### config.mk
export PLATFORM = sky130hd
export DESIGN_NAME = interp_dpll_control
export DESIGN_NICKNAME = d
export VERILOG_FILES = /design/src/hw/interp_dpll_control.v /design/src/hw/phase_compare.v
export VERILOG_INCLUDE_DIRS = /design/src /design/src/hw
export SDC_FILE = /design/constraint.sdc
export NUM_CORES = 1
export LEC_CHECK = 0
export BUFFER_PORTS_ARGS = -buffer_cell sky130_fd_sc_hd__buf_2
export CAP_MARGIN = 15
export CORE_ASPECT_RATIO = 2
export CORE_MARGIN = 2
export CORE_UTILIZATION = 50
export CTS_CLUSTER_DIAMETER = 50
export DETAILED_ROUTE_END_ITERATION = 16
export HOLD_SLACK_MARGIN = 0.03
export PLACE_DENSITY = 0.68
export SYNTH_ARGS = -nofsm -noshare
export SYNTH_HDL_FRONTEND = slang
export SYNTH_SLANG_ARGS = --single-unit
### constraint.sdc
create_clock -name clk_sys -period 13.4 [get_ports clk_sys]
set_input_delay 2.68 -clock clk_sys [delete_from_list [all_inputs] [get_ports clk_sys]]
set_output_delay 2.68 -clock clk_sys [all_outputs]
set_load 0.005 [all_outputs]
### src/hw/dpll_defs.vh
`ifndef DPLL_DEFS_VH
`define DPLL_DEFS_VH
// register byte offsets
`define OFS_GAIN      8'h00
`define OFS_REF_DIV   8'h04
`define OFS_LOC_DIV   8'h08
`define OFS_DSP_RATE  8'h0C
`define OFS_STATUS    8'h10
`define OFS_PH_ERR    8'h14
`define OFS_FILT      8'h18
// gain register fields
`define GAIN_G1_LSB   0
`define GAIN_G2_LSB   8
`define GAIN_STEP_LSB 16
// reset values
`define RST_GAIN      32'h0004_0808
`define RST_REF_DIV   16'h0000
`define RST_LOC_DIV   16'h0000
`define RST_DSP_RATE  16'h07FF
// status fields
`define ST_OVF_PD     0
`define ST_OVF_INT    1
`define ST_OVF_FILT   2
`define ST_HOLD       3
`define ST_OFFSET     4
// axi responses
`define RESP_OKAY     2'h0
`define RESP_SLVERR   2'h2
// loop arithmetic
`define FILT_SHIFT    16
`define INT_MAX       48'h07FF_FFFF_FFFF
`define INT_MIN       48'hF800_0000_0000
`define WORD_MAX      48'h0000_001F_FFFF
`define WORD_MIN      48'hFFFF_FFE0_0000
`define SD_TOP        24'h10_0000
`define SD_WRAP       24'h20_0000
`define ERR_MAX       21'h0F_FFFF
`define ERR_MIN       21'h10_0001
`endif

### src/hw/interp_dpll_control.v
// The implementer's own choices: the register offsets and the AXI4-Lite interface to the registers.
`timescale 1ns/1ns
`default_nettype none
`include "dpll_defs.vh"
// Notes on behaviour
// - loop reset clears detector, filter and step, but not the software registers
// - first error and first step are zero
// - hold freezes integrator and filter word
// - detector keeps running during hold
// - after hold, filter resumes from held state
// - offset select replaces filter word
// - detector and integrator run during override
// - override off gives computed filter word
// - locked error samples average to zero
// - error 21-bit signed, filter 22-bit signed
// - offset value 22-bit signed like filter
// - loop ports synchronous to user clock
// - five-bit step word to interpolator
module interp_dpll_control (
  input  wire        clk_sys,
  input  wire        rstn,
  input  wire        clk_en,
  input  wire        loop_reset,
  input  wire        ref_in,
  input  wire        hold,
  input  wire        offset_sel,
  input  wire [21:0] offset_value,
  output reg  [4:0]  phase_step_out,
  output reg  [20:0] phase_error_q,
  output reg  [21:0] filter_word_q,
  output reg         update_strobe_q,
  input  wire [31:0] s_axi_awaddr,
  input  wire        s_axi_awvalid,
  output reg         s_axi_awready,
  input  wire [31:0] s_axi_wdata,
  input  wire [3:0]  s_axi_wstrb,
  input  wire        s_axi_wvalid,
  output reg         s_axi_wready,
  output reg  [1:0]  s_axi_bresp,
  output reg         s_axi_bvalid,
  input  wire        s_axi_bready,
  input  wire [31:0] s_axi_araddr,
  input  wire        s_axi_arvalid,
  output reg         s_axi_arready,
  output reg  [31:0] s_axi_rdata,
  output reg  [1:0]  s_axi_rresp,
  output reg         s_axi_rvalid,
  input  wire        s_axi_rready
);
  // software registers
  reg  [31:0] gain_q;
  reg  [15:0] ref_div_q;
  reg  [15:0] loc_div_q;
  reg  [15:0] dsp_rate_q;
  // loop state
  reg  [15:0] dsp_cnt_q;
  reg         first_q;
  reg  signed [47:0] integ_q;
  reg  [21:0] calc_q;
  reg  [23:0] sd_acc_q;
  reg         ovf_int_q;
  reg         ovf_filt_q;
  wire [20:0] pd_count;
  wire        pd_ovf;
  wire        dsp_tick = (dsp_cnt_q == dsp_rate_q);
  wire [4:0]  g1   = gain_q[`GAIN_G1_LSB +: 5];
  wire [4:0]  g2   = gain_q[`GAIN_G2_LSB +: 5];
  wire [3:0]  step = gain_q[`GAIN_STEP_LSB +: 4];

  ////////////////////////////////////////////////////////////////////////////////////////
  // phase detector, cleared by loop reset and restarted at each update
  phase_compare u_pd (
    .clk_sys (clk_sys),
    .rstn    (rstn),
    .clk_en  (clk_en),
    .clr     (loop_reset),
    .ref_in  (ref_in),
    .ref_div (ref_div_q),
    .loc_div (loc_div_q),
    .sample  (dsp_tick),
    .count_q (pd_count),
    .ovf_q   (pd_ovf)
  );

  ////////////////////////////////////////////////////////////////////////////////////////
  // filter arithmetic; 48 bits hold the 21-bit error shifted by up to 27, short of the largest gain shift of 31
  wire signed [47:0] err48  = {{27{phase_error_q[20]}}, phase_error_q};
  wire signed [47:0] lin    = err48 <<< g1;
  wire signed [47:0] ipath  = err48 <<< g2;
  wire signed [47:0] isum   = integ_q + ipath;
  wire               i_hi   = isum > $signed(`INT_MAX);
  wire               i_lo   = isum < $signed(`INT_MIN);
  wire signed [47:0] i_next = i_hi ? $signed(`INT_MAX) : i_lo ? $signed(`INT_MIN) : isum;
  wire signed [47:0] wsum   = (i_next + lin) >>> `FILT_SHIFT;
  wire               w_hi   = wsum > $signed(`WORD_MAX);
  wire               w_lo   = wsum < $signed(`WORD_MIN);
  wire [47:0]        wlim_hi = `WORD_MAX;
  wire [47:0]        wlim_lo = `WORD_MIN;
  wire [21:0]        w_next = w_hi ? wlim_hi[21:0] : w_lo ? wlim_lo[21:0] : wsum[21:0];
  // first-order sigma-delta: the filter word sets how often a step is taken
  wire [23:0]        sd_sum = sd_acc_q + {{2{filter_word_q[21]}}, filter_word_q};
  wire               sd_up  = !sd_sum[23] && (sd_sum >= `SD_TOP);
  wire               sd_dn  = sd_sum[23] && (sd_sum < (24'h00_0000 - `SD_TOP));

  ////////////////////////////////////////////////////////////////////////////////////////
  // loop datapath; loop_reset is a synchronous clear on top of the async rstn
  // every loop port is taken and launched on clk_sys only
  always @(posedge clk_sys or negedge rstn) begin
    if (!rstn) begin
      dsp_cnt_q       <= 16'h0000;
      first_q         <= 1'b1;
      update_strobe_q <= 1'b0;
      phase_error_q   <= 21'h00_0000;
      integ_q         <= 48'h0000_0000_0000;
      calc_q          <= 22'h00_0000;
      filter_word_q   <= 22'h00_0000;
      sd_acc_q        <= 24'h00_0000;
      phase_step_out  <= 5'h00;
      ovf_int_q       <= 1'b0;
      ovf_filt_q      <= 1'b0;
    end else if (clk_en) begin
      if (loop_reset) begin
        dsp_cnt_q       <= 16'h0000;
        first_q         <= 1'b1;
        update_strobe_q <= 1'b0;
        phase_error_q   <= 21'h00_0000;
        integ_q         <= 48'h0000_0000_0000;
        calc_q          <= 22'h00_0000;
        filter_word_q   <= 22'h00_0000;
        sd_acc_q        <= 24'h00_0000;
        phase_step_out  <= 5'h00;
        ovf_int_q       <= 1'b0;
        ovf_filt_q      <= 1'b0;
      end else begin
        dsp_cnt_q       <= dsp_tick ? 16'h0000 : dsp_cnt_q + 16'h0001;
        update_strobe_q <= dsp_tick;
        // detector runs regardless of hold and override
        if (dsp_tick) begin
          phase_error_q <= first_q ? 21'h00_0000 : pd_count;
          first_q       <= 1'b0;
        end
        // hold is the enable of integrator and computed word
        if (update_strobe_q && !hold) begin
          integ_q    <= i_next;
          calc_q     <= w_next;
          ovf_int_q  <= i_hi | i_lo;
          ovf_filt_q <= w_hi | w_lo;
        end
        // override replaces the word; release picks up the live value
        filter_word_q <= offset_sel ? offset_value : calc_q;
        // step word, two's complement, zero until the word moves off zero
        if (sd_up) begin
          sd_acc_q       <= sd_sum - `SD_WRAP;
          phase_step_out <= {1'b0, step};
        end else if (sd_dn) begin
          sd_acc_q       <= sd_sum + `SD_WRAP;
          phase_step_out <= 5'h00 - {1'b0, step};
        end else begin
          sd_acc_q       <= sd_sum;
          phase_step_out <= 5'h00;
        end
      end
    end
  end

  ////////////////////////////////////////////////////////////////////////////////////////
  // axi4-lite slave: address and data latched separately, either order
  reg  [7:0]  aw_addr_q;
  reg  [31:0] w_data_q;
  reg  [3:0]  w_strb_q;
  reg         aw_have_q;
  reg         w_have_q;
  wire [31:0] wmask;
  genvar gi;
  generate
    for (gi = 0; gi < 4; gi = gi + 1) begin : g_lane
      assign wmask[8*gi +: 8] = {8{w_strb_q[gi]}};
    end
  endgenerate
  wire [31:0] wmerge_gain = (gain_q & ~wmask) | (w_data_q & wmask);
  wire [31:0] wnew        = w_data_q & wmask;
  wire        do_write    = aw_have_q && w_have_q && !s_axi_bvalid;
  wire        aw_ok       = (aw_addr_q == `OFS_GAIN) || (aw_addr_q == `OFS_REF_DIV) ||
                            (aw_addr_q == `OFS_LOC_DIV) || (aw_addr_q == `OFS_DSP_RATE);
  reg  [31:0] rd_val;
  reg         rd_ok;

  // read decode; unmapped addresses answer slverr with zero data
  always @* begin
    rd_ok  = 1'b1;
    rd_val = 32'h0000_0000;
    case (s_axi_araddr[7:0])
      `OFS_GAIN:     rd_val = gain_q;
      `OFS_REF_DIV:  rd_val = {16'h0000, ref_div_q};
      `OFS_LOC_DIV:  rd_val = {16'h0000, loc_div_q};
      `OFS_DSP_RATE: rd_val = {16'h0000, dsp_rate_q};
      `OFS_STATUS:   rd_val = {27'h000_0000, offset_sel, hold, ovf_filt_q, ovf_int_q, pd_ovf};
      `OFS_PH_ERR:   rd_val = {{11{phase_error_q[20]}}, phase_error_q};
      `OFS_FILT:     rd_val = {{10{filter_word_q[21]}}, filter_word_q};
      default:       rd_ok  = 1'b0;
    endcase
  end

  // bus handshakes and register writes
  always @(posedge clk_sys or negedge rstn) begin
    if (!rstn) begin
      s_axi_awready <= 1'b0;
      s_axi_wready  <= 1'b0;
      s_axi_bvalid  <= 1'b0;
      s_axi_bresp   <= `RESP_OKAY;
      s_axi_arready <= 1'b0;
      s_axi_rvalid  <= 1'b0;
      s_axi_rresp   <= `RESP_OKAY;
      s_axi_rdata   <= 32'h0000_0000;
      aw_addr_q     <= 8'h00;
      w_data_q      <= 32'h0000_0000;
      w_strb_q      <= 4'h0;
      aw_have_q     <= 1'b0;
      w_have_q      <= 1'b0;
      gain_q        <= `RST_GAIN;
      ref_div_q     <= `RST_REF_DIV;
      loc_div_q     <= `RST_LOC_DIV;
      dsp_rate_q    <= `RST_DSP_RATE;
    end else if (clk_en) begin
      s_axi_awready <= 1'b0;
      s_axi_wready  <= 1'b0;
      s_axi_arready <= 1'b0;
      if (s_axi_awvalid && !aw_have_q && !s_axi_awready) begin
        s_axi_awready <= 1'b1;
        aw_addr_q     <= s_axi_awaddr[7:0];
        aw_have_q     <= 1'b1;
      end
      if (s_axi_wvalid && !w_have_q && !s_axi_wready) begin
        s_axi_wready <= 1'b1;
        w_data_q     <= s_axi_wdata;
        w_strb_q     <= s_axi_wstrb;
        w_have_q     <= 1'b1;
      end
      // write lands once both halves are held; divider changes may cost lock
      if (do_write) begin
        aw_have_q    <= 1'b0;
        w_have_q     <= 1'b0;
        s_axi_bvalid <= 1'b1;
        s_axi_bresp  <= aw_ok ? `RESP_OKAY : `RESP_SLVERR;
        case (aw_addr_q)
          `OFS_GAIN:     gain_q     <= wmerge_gain;
          `OFS_REF_DIV:  ref_div_q  <= (ref_div_q & ~wmask[15:0]) | wnew[15:0];
          `OFS_LOC_DIV:  loc_div_q  <= (loc_div_q & ~wmask[15:0]) | wnew[15:0];
          `OFS_DSP_RATE: dsp_rate_q <= (dsp_rate_q & ~wmask[15:0]) | wnew[15:0];
          default:       gain_q     <= gain_q;
        endcase
      end else if (s_axi_bvalid && s_axi_bready) begin
        s_axi_bvalid <= 1'b0;
      end
      // read: one outstanding, data registered with the valid
      if (s_axi_arvalid && !s_axi_rvalid && !s_axi_arready) begin
        s_axi_arready <= 1'b1;
        s_axi_rvalid  <= 1'b1;
        s_axi_rdata   <= rd_val;
        s_axi_rresp   <= rd_ok ? `RESP_OKAY : `RESP_SLVERR;
      end else if (s_axi_rvalid && s_axi_rready) begin
        s_axi_rvalid <= 1'b0;
      end
    end
  end
endmodule // interp_dpll_control
`default_nettype wire

### src/hw/phase_compare.v
`timescale 1ns/1ns
`default_nettype none
`include "dpll_defs.vh"
module phase_compare (
  input  wire        clk_sys,
  input  wire        rstn,
  input  wire        clk_en,
  input  wire        clr,
  input  wire        ref_in,
  input  wire [15:0] ref_div,
  input  wire [15:0] loc_div,
  input  wire        sample,
  output reg  [20:0] count_q,
  output reg         ovf_q
);
  reg        ref_prev_q;
  reg [15:0] ref_cnt_q;
  reg [15:0] loc_cnt_q;
  wire       ref_edge = ref_in & ~ref_prev_q;
  // dividers count to div+1 so they divide by div+2
  wire       ref_tick = ref_edge && (ref_cnt_q == ref_div + 16'h0001);
  wire       loc_tick = (loc_cnt_q == loc_div + 16'h0001);
  wire [20:0] delta   = ref_tick && !loc_tick ? 21'h00_0001 :
                        loc_tick && !ref_tick ? 21'h1F_FFFF : 21'h00_0000;
  wire       at_max   = (count_q == `ERR_MAX);
  wire       at_min   = (count_q == `ERR_MIN);
  wire       sat_hit  = (delta == 21'h00_0001 && at_max) || (delta == 21'h1F_FFFF && at_min);

  ////////////////////////////////////////////////////////////////////////////////////////
  // up/down counter: reference ticks count up, local ticks count down
  // equal tick rates cancel, so a locked loop's error centres on zero
  always @(posedge clk_sys or negedge rstn) begin
    if (!rstn) begin
      ref_prev_q <= 1'b0;
      ref_cnt_q  <= 16'h0000;
      loc_cnt_q  <= 16'h0000;
      count_q    <= 21'h00_0000;
      ovf_q      <= 1'b0;
    end else if (clk_en) begin
      if (clr) begin
        ref_prev_q <= 1'b0;
        ref_cnt_q  <= 16'h0000;
        loc_cnt_q  <= 16'h0000;
        count_q    <= 21'h00_0000;
        ovf_q      <= 1'b0;
      end else begin
        ref_prev_q <= ref_in;
        if (ref_edge)
          ref_cnt_q <= ref_tick ? 16'h0000 : ref_cnt_q + 16'h0001;
        loc_cnt_q <= loc_tick ? 16'h0000 : loc_cnt_q + 16'h0001;
        // sampling restarts the window but keeps this cycle's tick, so none is lost
        if (sample)
          count_q <= delta;
        else if (!sat_hit)
          count_q <= count_q + delta;
        // saturation flag stands until the next window is sampled
        if (sat_hit)
          ovf_q <= 1'b1;
        else if (sample)
          ovf_q <= 1'b0;
      end
    end
  end
endmodule // phase_compare
`default_nettype wire

# == After elaboration in Yosys (flattened, before gate mapping) ==
# Index checks and enable logic that the tools add are counted.
# op_classes
order_cmp,6
div,0
shift,2
n_mux,56
eq_ne,17
n_mul,0
addsub,12
n_reduce_logical,61
bitwise_logic,15
# op_table
op,count
$pmux W32 S7,1
$mux W48,4
$mux W21,8
$mux W22,6
$mux W16,7
$add A48 B48 Y48,2
$sshl A21 B5 Y48,2
$add A16 B1 Y16 const B,5
$mux W24,3
$and A32 B32 Y32,2
$and A16 B16 Y16,3
$eq A16 B16 Y1,3
$gt A48 B44 Y1 const B,1
$lt A48 B44 Y1 const B,1
$or A16 B16 Y16,3
$eq A21 B21 Y1 const B,2
$eq A8 B4 Y1 const B,4
$gt A32 B22 Y1 const B,1
$lt A32 B22 Y1 const B,1
$not A32 Y32,1
$or A32 B32 Y32,1
$reduce_and A2 Y1,13
$add A24 B22 Y24 const B,1
$add A24 B24 Y24,1
25 further kinds,93
# word_totals
latch_bits,0
n_memories,0
mem_bits_rw,0
output_inout_bits,90
reg_bits,384
elab_cells,202
romBits,0

# == Logic depth before layout (Yosys ltp) ==
# Gate-level depths: netlist of the first run.
# logic_depth
depth_word,13
depth_mapped,45
depth_no_buf,37

# == Modules after synthesis ==
# From an unflattened synthesis of the first run, not the netlist that was laid out.
# unflattened
cells_unflattened,3146
hier_area_um2,28489.8
# by_module_without_submodules
module,instances,area_per_inst_um2,cells_per_inst
interp_dpll_control,1,23563.8,2543
phase_compare,1,4926.0,603

# == Worst setup path before layout of the first run ==
# OpenSTA, ideal clock, no wires.
# synth_path
path_kind,reg-to-reg
start,register (tool-made name)
end,register ovf_filt_q
stages_incl_launch_ff,41
t_arrival_ns,9.119
required_ns,13.278
path_slack_ns,4.160
path_cell_list,dfrtp_1 buf_2 buf_1 mux4_2 mux2i_1 nor2_1 a31oi_1 nor2_1 ha_1 buf_4 nand3_2 or3_1 o22a_1 a2111o_1 a31o_1 a41oi_2 nand2_1 or4_1 (+5 left out) ha_1 clkbuf_1 a21oi_1 o21ai_0 a21o_1 a21oi_1 o21bai_1 a21oi_1 o21bai_1 a21o_1 a21o_1 a21o_1 a21o_1 o21ai_0 nand4_1 or4_4 or4_1 a32o_1
# synth_lines
element,line,rtl
end signal: assignment,interp_dpll_control.v:147,ovf_filt_q <= w_hi | w_lo;
end: declaration,interp_dpll_control.v:62,reg ovf_filt_q;

==> impl_metrics.yaml, run 1 <==
cells_and_area:
  fin_nets: 3532
  drive_above_1_share_pct: 15.7
  regArea_sq_um: 9580
  syn_to_final_growth_pct: 10.3
  fillCellCount: 5183
  multi_input_area_sq_um: 17600
  final_area_sq_um: 31200
critical_path:
  cp-start-kind: "flip-flop"
  rr_endpoint: "ovf_filt_q"
  r2r_slack_ps: 1740
  arrival_ps: 12140
  endpoint_kind: "flip-flop"
  cp_max_fo: 45
  critPathSlowestCell: "o21ai_0"
  worstPathRequired_ps: 13890
  critPathMostFrequentCell: "a21oi_1"
  rr_worst_depth: 32
  crit_buf_inv: 2
  criticalPathCategory: "flip-flop to flip-flop"
  crit_family: "compound AO/OA/AOI/OAI gates"
  slowest_delay_ps: 1070
grt:
  first_global_vias: 26400
  grt_max_degree: 156
  grt_antenna_before_repair: 1
  grt_pass1_wl_mm: 160
  grt_use_total_pct: 36.3
  grt_overflow: 0
clock_network:
  numClockSinks: 382
  cts-resized-gates: 0
  clkLatencyLatePin_ps: 600
  cts_root_buf: "clkbuf_16"
  cts_htree_levels: 2
  ctsHoldBuffers: 0
  post_cts_buffers: 0
  clk_pin_slew_ps: 60
  cts-buffers-inserted: 43
  cts_tree: "done"
  cts_buffer_depth: 3
worst_hold_path:
  whs_path_depth: 2
  hold_class: "flip-flop to flip-flop"
  hold_end: "ovf_int_q"
  hold_path_startpoint: "ovf_int_q"
timing:
  hold_violations: 0
  slew_violations: 0
  fin_skew_ps: 40.7
  min_period_ps: 11660
  rsz0062_at_grt: "false"
  worstMarginPinSlew_ps: 1300
  finalCritPeriodShare_pct: 87.0
  max_freq_mhz: 85.8
  fin_ws_ps: 1740
  setup_tns_ps: 0
  relSlewSlack_pct: 11.0
  setup_violations: 0
synthesis:
  yosys_warnings: 0
  synth_area_leaders: "dfrtp_1, ha_1, mux2_2"
  synth_top_area_share_pct: 32.5
  ys_types: 93
  yosysSeqAreaShare_pct: 33.9
  postSynthCellCount: 3183
  synth_largest_area_cell: "dfrtp_1"
  syn_area_sq_um: 28200
  postSynth.asyncResetShare_pct: 100
  yosysMostFrequentCell: "dfrtp_1"
  synth-edff-count: 0
  synth_ff_type: "dfrtp_1"
  syn_area_per_cell_sq_um: 8.87
  ys_seq_elements: 382
  synthTopCellsByCount: "dfrtp_1, nand2_1, o21ai_0"
die:
  io_pins: 224
  core-area_sq_um: 56000
  die_h_um: 340
  rows: 123
  dieArea_sq_um: 58500
  start_util_pct: 50.4
  die_width_um: 172
job:
  cap_violations: 0
outcome:
  status: "finished clean"
route:
  viasPerCell: 6.57
  vias: 26500
  wl_per_cell_um: 26.2
  initialDrtViolationCount: 2641
  ant_nets: 0
  drt_drc_violations_left: 0
  dr.pass1.iters: 11
  drt_wl_total_mm: 106
pwr:
  p_per_area_nw_per_um2: 178
  total_power_mw: 5.55
  p_leak_nw: 14.1
  ir_drop_mv: 0.122
place:
  post_dp_cell_area_sq_um: 29600
  io_buffers: 173
  routabilityCongestion: 1.07
  pre_cts_slack_ps: 2120
  dpl.hpwl_mm: 81.2
[power breakdown]
group / total (mW) / switching [mW] / leakage, nW / internal, mW
logic: 2.66 / 1.70 / 8.29 / 0.961
registers: 1.66 / 0.291 / 5.10 / 1.37
clock network: 1.23 / 0.546 / 0.712 / 0.689
total: 5.55 / 2.53 / 14.1 / 3.02
[area by class of cell]
| class | count | area share [%] |
|---|---|---|
| Clock inverter | 21 | 0.807 |
| Antenna cell | 2 | 0.0161 |
| Tap cell | 750 | 3.01 |
| Multi-Input combinational cell | 2524 | 56.6 |
| Sequential cell | 382 | 30.7 |
| Inverter | 75 | 0.903 |
| Clock buffer | 59 | 3.87 |
| Timing Repair Buffer | 225 | 4.07 |
[tightest hold or removal path, delay by kind of cell (launching register included)]
family | cells | cell delay, ps
flip-flops | 1 | 340
AND/OR/NAND/NOR | 2 | 100
[worst max-delay path by stage]
stage / start / to / cells past startpoint
6_report: flip-flop / ovf_filt_q / 32
5_1_grt: flip-flop / ovf_filt_q / 38
4_1_cts: flip-flop / ovf_filt_q / 31
3_5_place_dp: flip-flop / ovf_filt_q / 35
3_3_place_gp: flip-flop / ovf_filt_q / 35
2_1_floorplan: flip-flop / ovf_filt_q / 40
[per-layer routing]
layer	vias to the layer above	wire length [um]	global-route usage [%]	part of all wire (%)
met2	1208	52200	61.8	49
li1	12000	-	-	-
met1	12900	36300	38.4	34
met4	2	11500	31.7	11
met3	422	6050	5.72	5.7
met5	-	8	0	0.0075
[cell usage in the layout, fill, tap and decap left out, types with 11 or more instances in the layout]
cell,Yosys,final
or3_1,19,19
inv_1,72,72
a21boi_0,11,11
o22ai_1,25,25
a21oi_1,222,222
mux4_2,16,16
nor2_1,188,186
o31ai_1,12,12
a222oi_1,20,20
nand3_1,77,77
o21a_1,22,22
buf_4,7,44
dfstp_2,15,15
o2bb2ai_1,33,33
xor2_1,42,42
and2_1,23,23
and3_1,54,54
nor2b_1,26,26
o21ai_0,299,298
a221o_1,22,22
a22oi_1,13,13
a21o_1,63,63
nor4_1,16,14
buf_2,14,175
nand4_1,55,55
o211ai_1,20,20
a31oi_1,30,30
o21bai_1,33,33
mux2_2,152,152
a22o_1,93,93
clkbuf_16,0,44
nand2b_1,29,29
ha_1,144,144
or2_2,11,11
nor3_1,62,61
dfrtp_1,367,367
nand2_1,307,307
mux2i_1,98,98
a211oi_1,21,21
xnor2_1,122,122
[kinds of logic (layout without fill, tap and decap cells)]
family / Yosys count / after routing / share of synthesized area (%)
buf+inv: 278 / 380 / 3.85
flops: 382 / 382 / 33.9
other cells: 1 / 4 / 0.0133
mux: 267 / 267 / 10.9
fa+ha+maj: 149 / 149 / 6.66
simple gates: 916 / 916 / 15.6
xor+xnor: 164 / 164 / 5.09
compound gates: 1026 / 1026 / 24.0
[through the flow]
step                      hold slack, ps  utilization, %  instances
after floorplan                      435               -       3184
after global placement               449            52.9       3947
after detailed placement             457            52.9       3947
after CTS                            471            55.5       4027
after global routing                 505            55.6       4036
final                                476            55.6       4038
(Power assumes the default switching activity.)
==> run 2: changes to the inputs <==
--- a/config.mk
+++ b/config.mk
@@ -11,10 +11,11 @@
 export CORE_ASPECT_RATIO = 2
 export CORE_MARGIN = 2
 export CORE_UTILIZATION = 50
+export CTS_BUF_LIST = sky130_fd_sc_hd__clkbuf_8 sky130_fd_sc_hd__clkbuf_16
 export CTS_CLUSTER_DIAMETER = 50
 export DETAILED_ROUTE_END_ITERATION = 16
 export HOLD_SLACK_MARGIN = 0.03
-export PLACE_DENSITY = 0.68
+export PLACE_DENSITY = 0.67
 export SYNTH_ARGS = -nofsm -noshare
 export SYNTH_HDL_FRONTEND = slang
 export SYNTH_SLANG_ARGS = --single-unit
==> impl_metrics.yaml, run 2 (synthesis gave the netlist of run 1 again) <==
clock_network:
  cts-resized-gates: 0
  numClockSinks: 382
  clkLatencyLatePin_ps: 560
  cts_tree: "done"
  cts-buffers-inserted: 39
  cts_htree_levels: 2
  cts_buffer_depth: 3
  post_cts_buffers: 0
  clk_pin_slew_ps: 70
  cts_root_buf: "clkbuf_16"
  ctsHoldBuffers: 0
timing:
  fin_skew_ps: 21.2
  finalCritPeriodShare_pct: 89.9
  hold_violations: 0
  worstMarginPinSlew_ps: 1280
  min_period_ps: 12050
  rsz0062_at_grt: "false"
  slew_violations: 0
  setup_tns_ps: 0
  setup_violations: 0
  relSlewSlack_pct: 13.7
  hold_slack_ps: 482
  fin_ws_ps: 1350
  max_freq_mhz: 83.0
grt:
  grt_max_degree: 152
  grt_pass1_wl_mm: 164
  grt_use_total_pct: 37.6
  first_global_vias: 27000
  grt_overflow: 0
  grt_antenna_before_repair: 4
pwr:
  internal_power_mw: 2.95
  seq_power_share_pct: 30.4
  netSwitchingPower_mw: 2.53
  p_comb_share_pct: 49.1
  p_per_area_nw_per_um2: 176
  ir_drop_mv: 0.134
  clock_power_share_pct: 20.5
  total_power_mw: 5.48
  switching_share_pct: 46.1
  p_leak_nw: 14.1
cells_and_area:
  syn_to_final_growth_pct: 10.1
  drive_above_1_share_pct: 15.8
  fin_util_pct: 55.5
  final_cell_mix: "dfrtp_1, nand2_1, o21ai_0"
  antenna_cells: 0
  instances_no_fill: 4035
  mostFrequentLayoutCell: "dfrtp_1"
  final_area_sq_um: 31100
  fin_nets: 3536
route:
  viasPerCell: 6.56
  drt_drc_violations_left: 0
  dr.pass1.iters: 8
  wl_per_cell_um: 27.0
  initialDrtViolationCount: 2310
  drt_wl_total_mm: 109
  vias: 26500
  ant_nets: 0
die:
  rows: 123
  start_util_pct: 50.4
  core-area_sq_um: 56000
  die_width_um: 172
  io_pins: 224
  die_h_um: 340
  dieArea_sq_um: 58500
critical_path:
  criticalPathCategory: "flip-flop to flip-flop"
  endpoint_kind: "flip-flop"
  critPathMostFrequentCell: "ha_1"
  slowest_delay_ps: 1000
  worstPathRequired_ps: 13850
  arrival_ps: 12500
  crit_end: "ovf_filt_q"
  critPathSlowestCell: "dfrtp_1"
  rr_worst_depth: 34
  cp_max_fo: 23
  r2r_slack_ps: 1350
  crit_buf_inv: 4
  rr_endpoint: "ovf_filt_q"
  cp.depth: 34
  crit_family: "compound AO/OA/AOI/OAI gates"
  cp-start-kind: "flip-flop"
place:
  dpl.hpwl_mm: 83.6
  routabilityCongestion: 1.12
  post_dp_cell_area_sq_um: 29700
  place_inst: 3955
  io_buffers: 173
  pre_cts_slack_ps: 1820
worst_hold_path:
  hold_class: "flip-flop to flip-flop"
  whs_path_depth: 2
outcome:
  status: "finished clean"
job:
  cap_violations: 0
run 2: cell types whose count changed in the layout (fill, tap and decap cells not counted), moves of 3 or more:
| cell | change |
|---|---|
| inv_1 | +5 |
| buf_4 | +8 |
| clkbuf_16 | -3 |
| clkbuf_1 | -10 |
| o21ai_0 | -5 |
| inv_8 | -3 |
| o21ai_1 | +5 |
| clkinv_4 | +3 |
run 2: metal layers:
layer / vias to the layer above / wire length, um / track usage (%)
met1: 12800 / 36500 / 38.1
met4: 4 / 13200 / 36.5
li1: 12000 / - / -
met3: 476 / 6720 / 8.16
met2: 1153 / 52400 / 62.5
met5: - / 23 / 0
run 2: cell type report:
type                            count  area [sq um]
Fill cell                        5198         24900
Multi-Input combinational cell   2524         17600
Sequential cell                   382          9580
Timing Repair Buffer              233          1340
Clock buffer                       47          1110
Tap cell                          750           938
Inverter                           75           282
Clock inverter                     24           196
run 2: worst register-to-register path: cells and delay by family, from the launching register on:
family	cells	cell delay (ps)
muxes	4	1670
AOI/OAI and AO/OA	13	4050
adders and majority gates	3	1660
and+or+nand+nor	10	2600
DFF	1	1000
buffers and inverters	4	1000
run 2: power by group through the flow:
stage / clock network, mW / logic, mW / registers (mW)
floorplan: 0 / 1.83 / 1.53
global placement: 0 / 2.54 / 1.66
detailed placement: 0 / 2.59 / 1.67
CTS: 1.14 / 2.61 / 1.65
global route: 1.18 / 2.92 / 1.68
finish: 1.12 / 2.69 / 1.67
run 2: how the worst min path moves through the flow:
| stage | start | endpoint | slack (ps) |
|---|---|---|---|
| final | integ_q[13] | integ_q[13] | 480 |
| after floorplan | ovf_int_q | ovf_int_q | 430 |
| after detailed placement | integ_q[13] | integ_q[13] | 470 |
| after CTS | integ_q[13] | integ_q[13] | 480 |
| after global placement | s_axi_rdata[3] | s_axi_rdata[3] | 460 |
| after global routing | integ_q[13] | integ_q[13] | 510 |
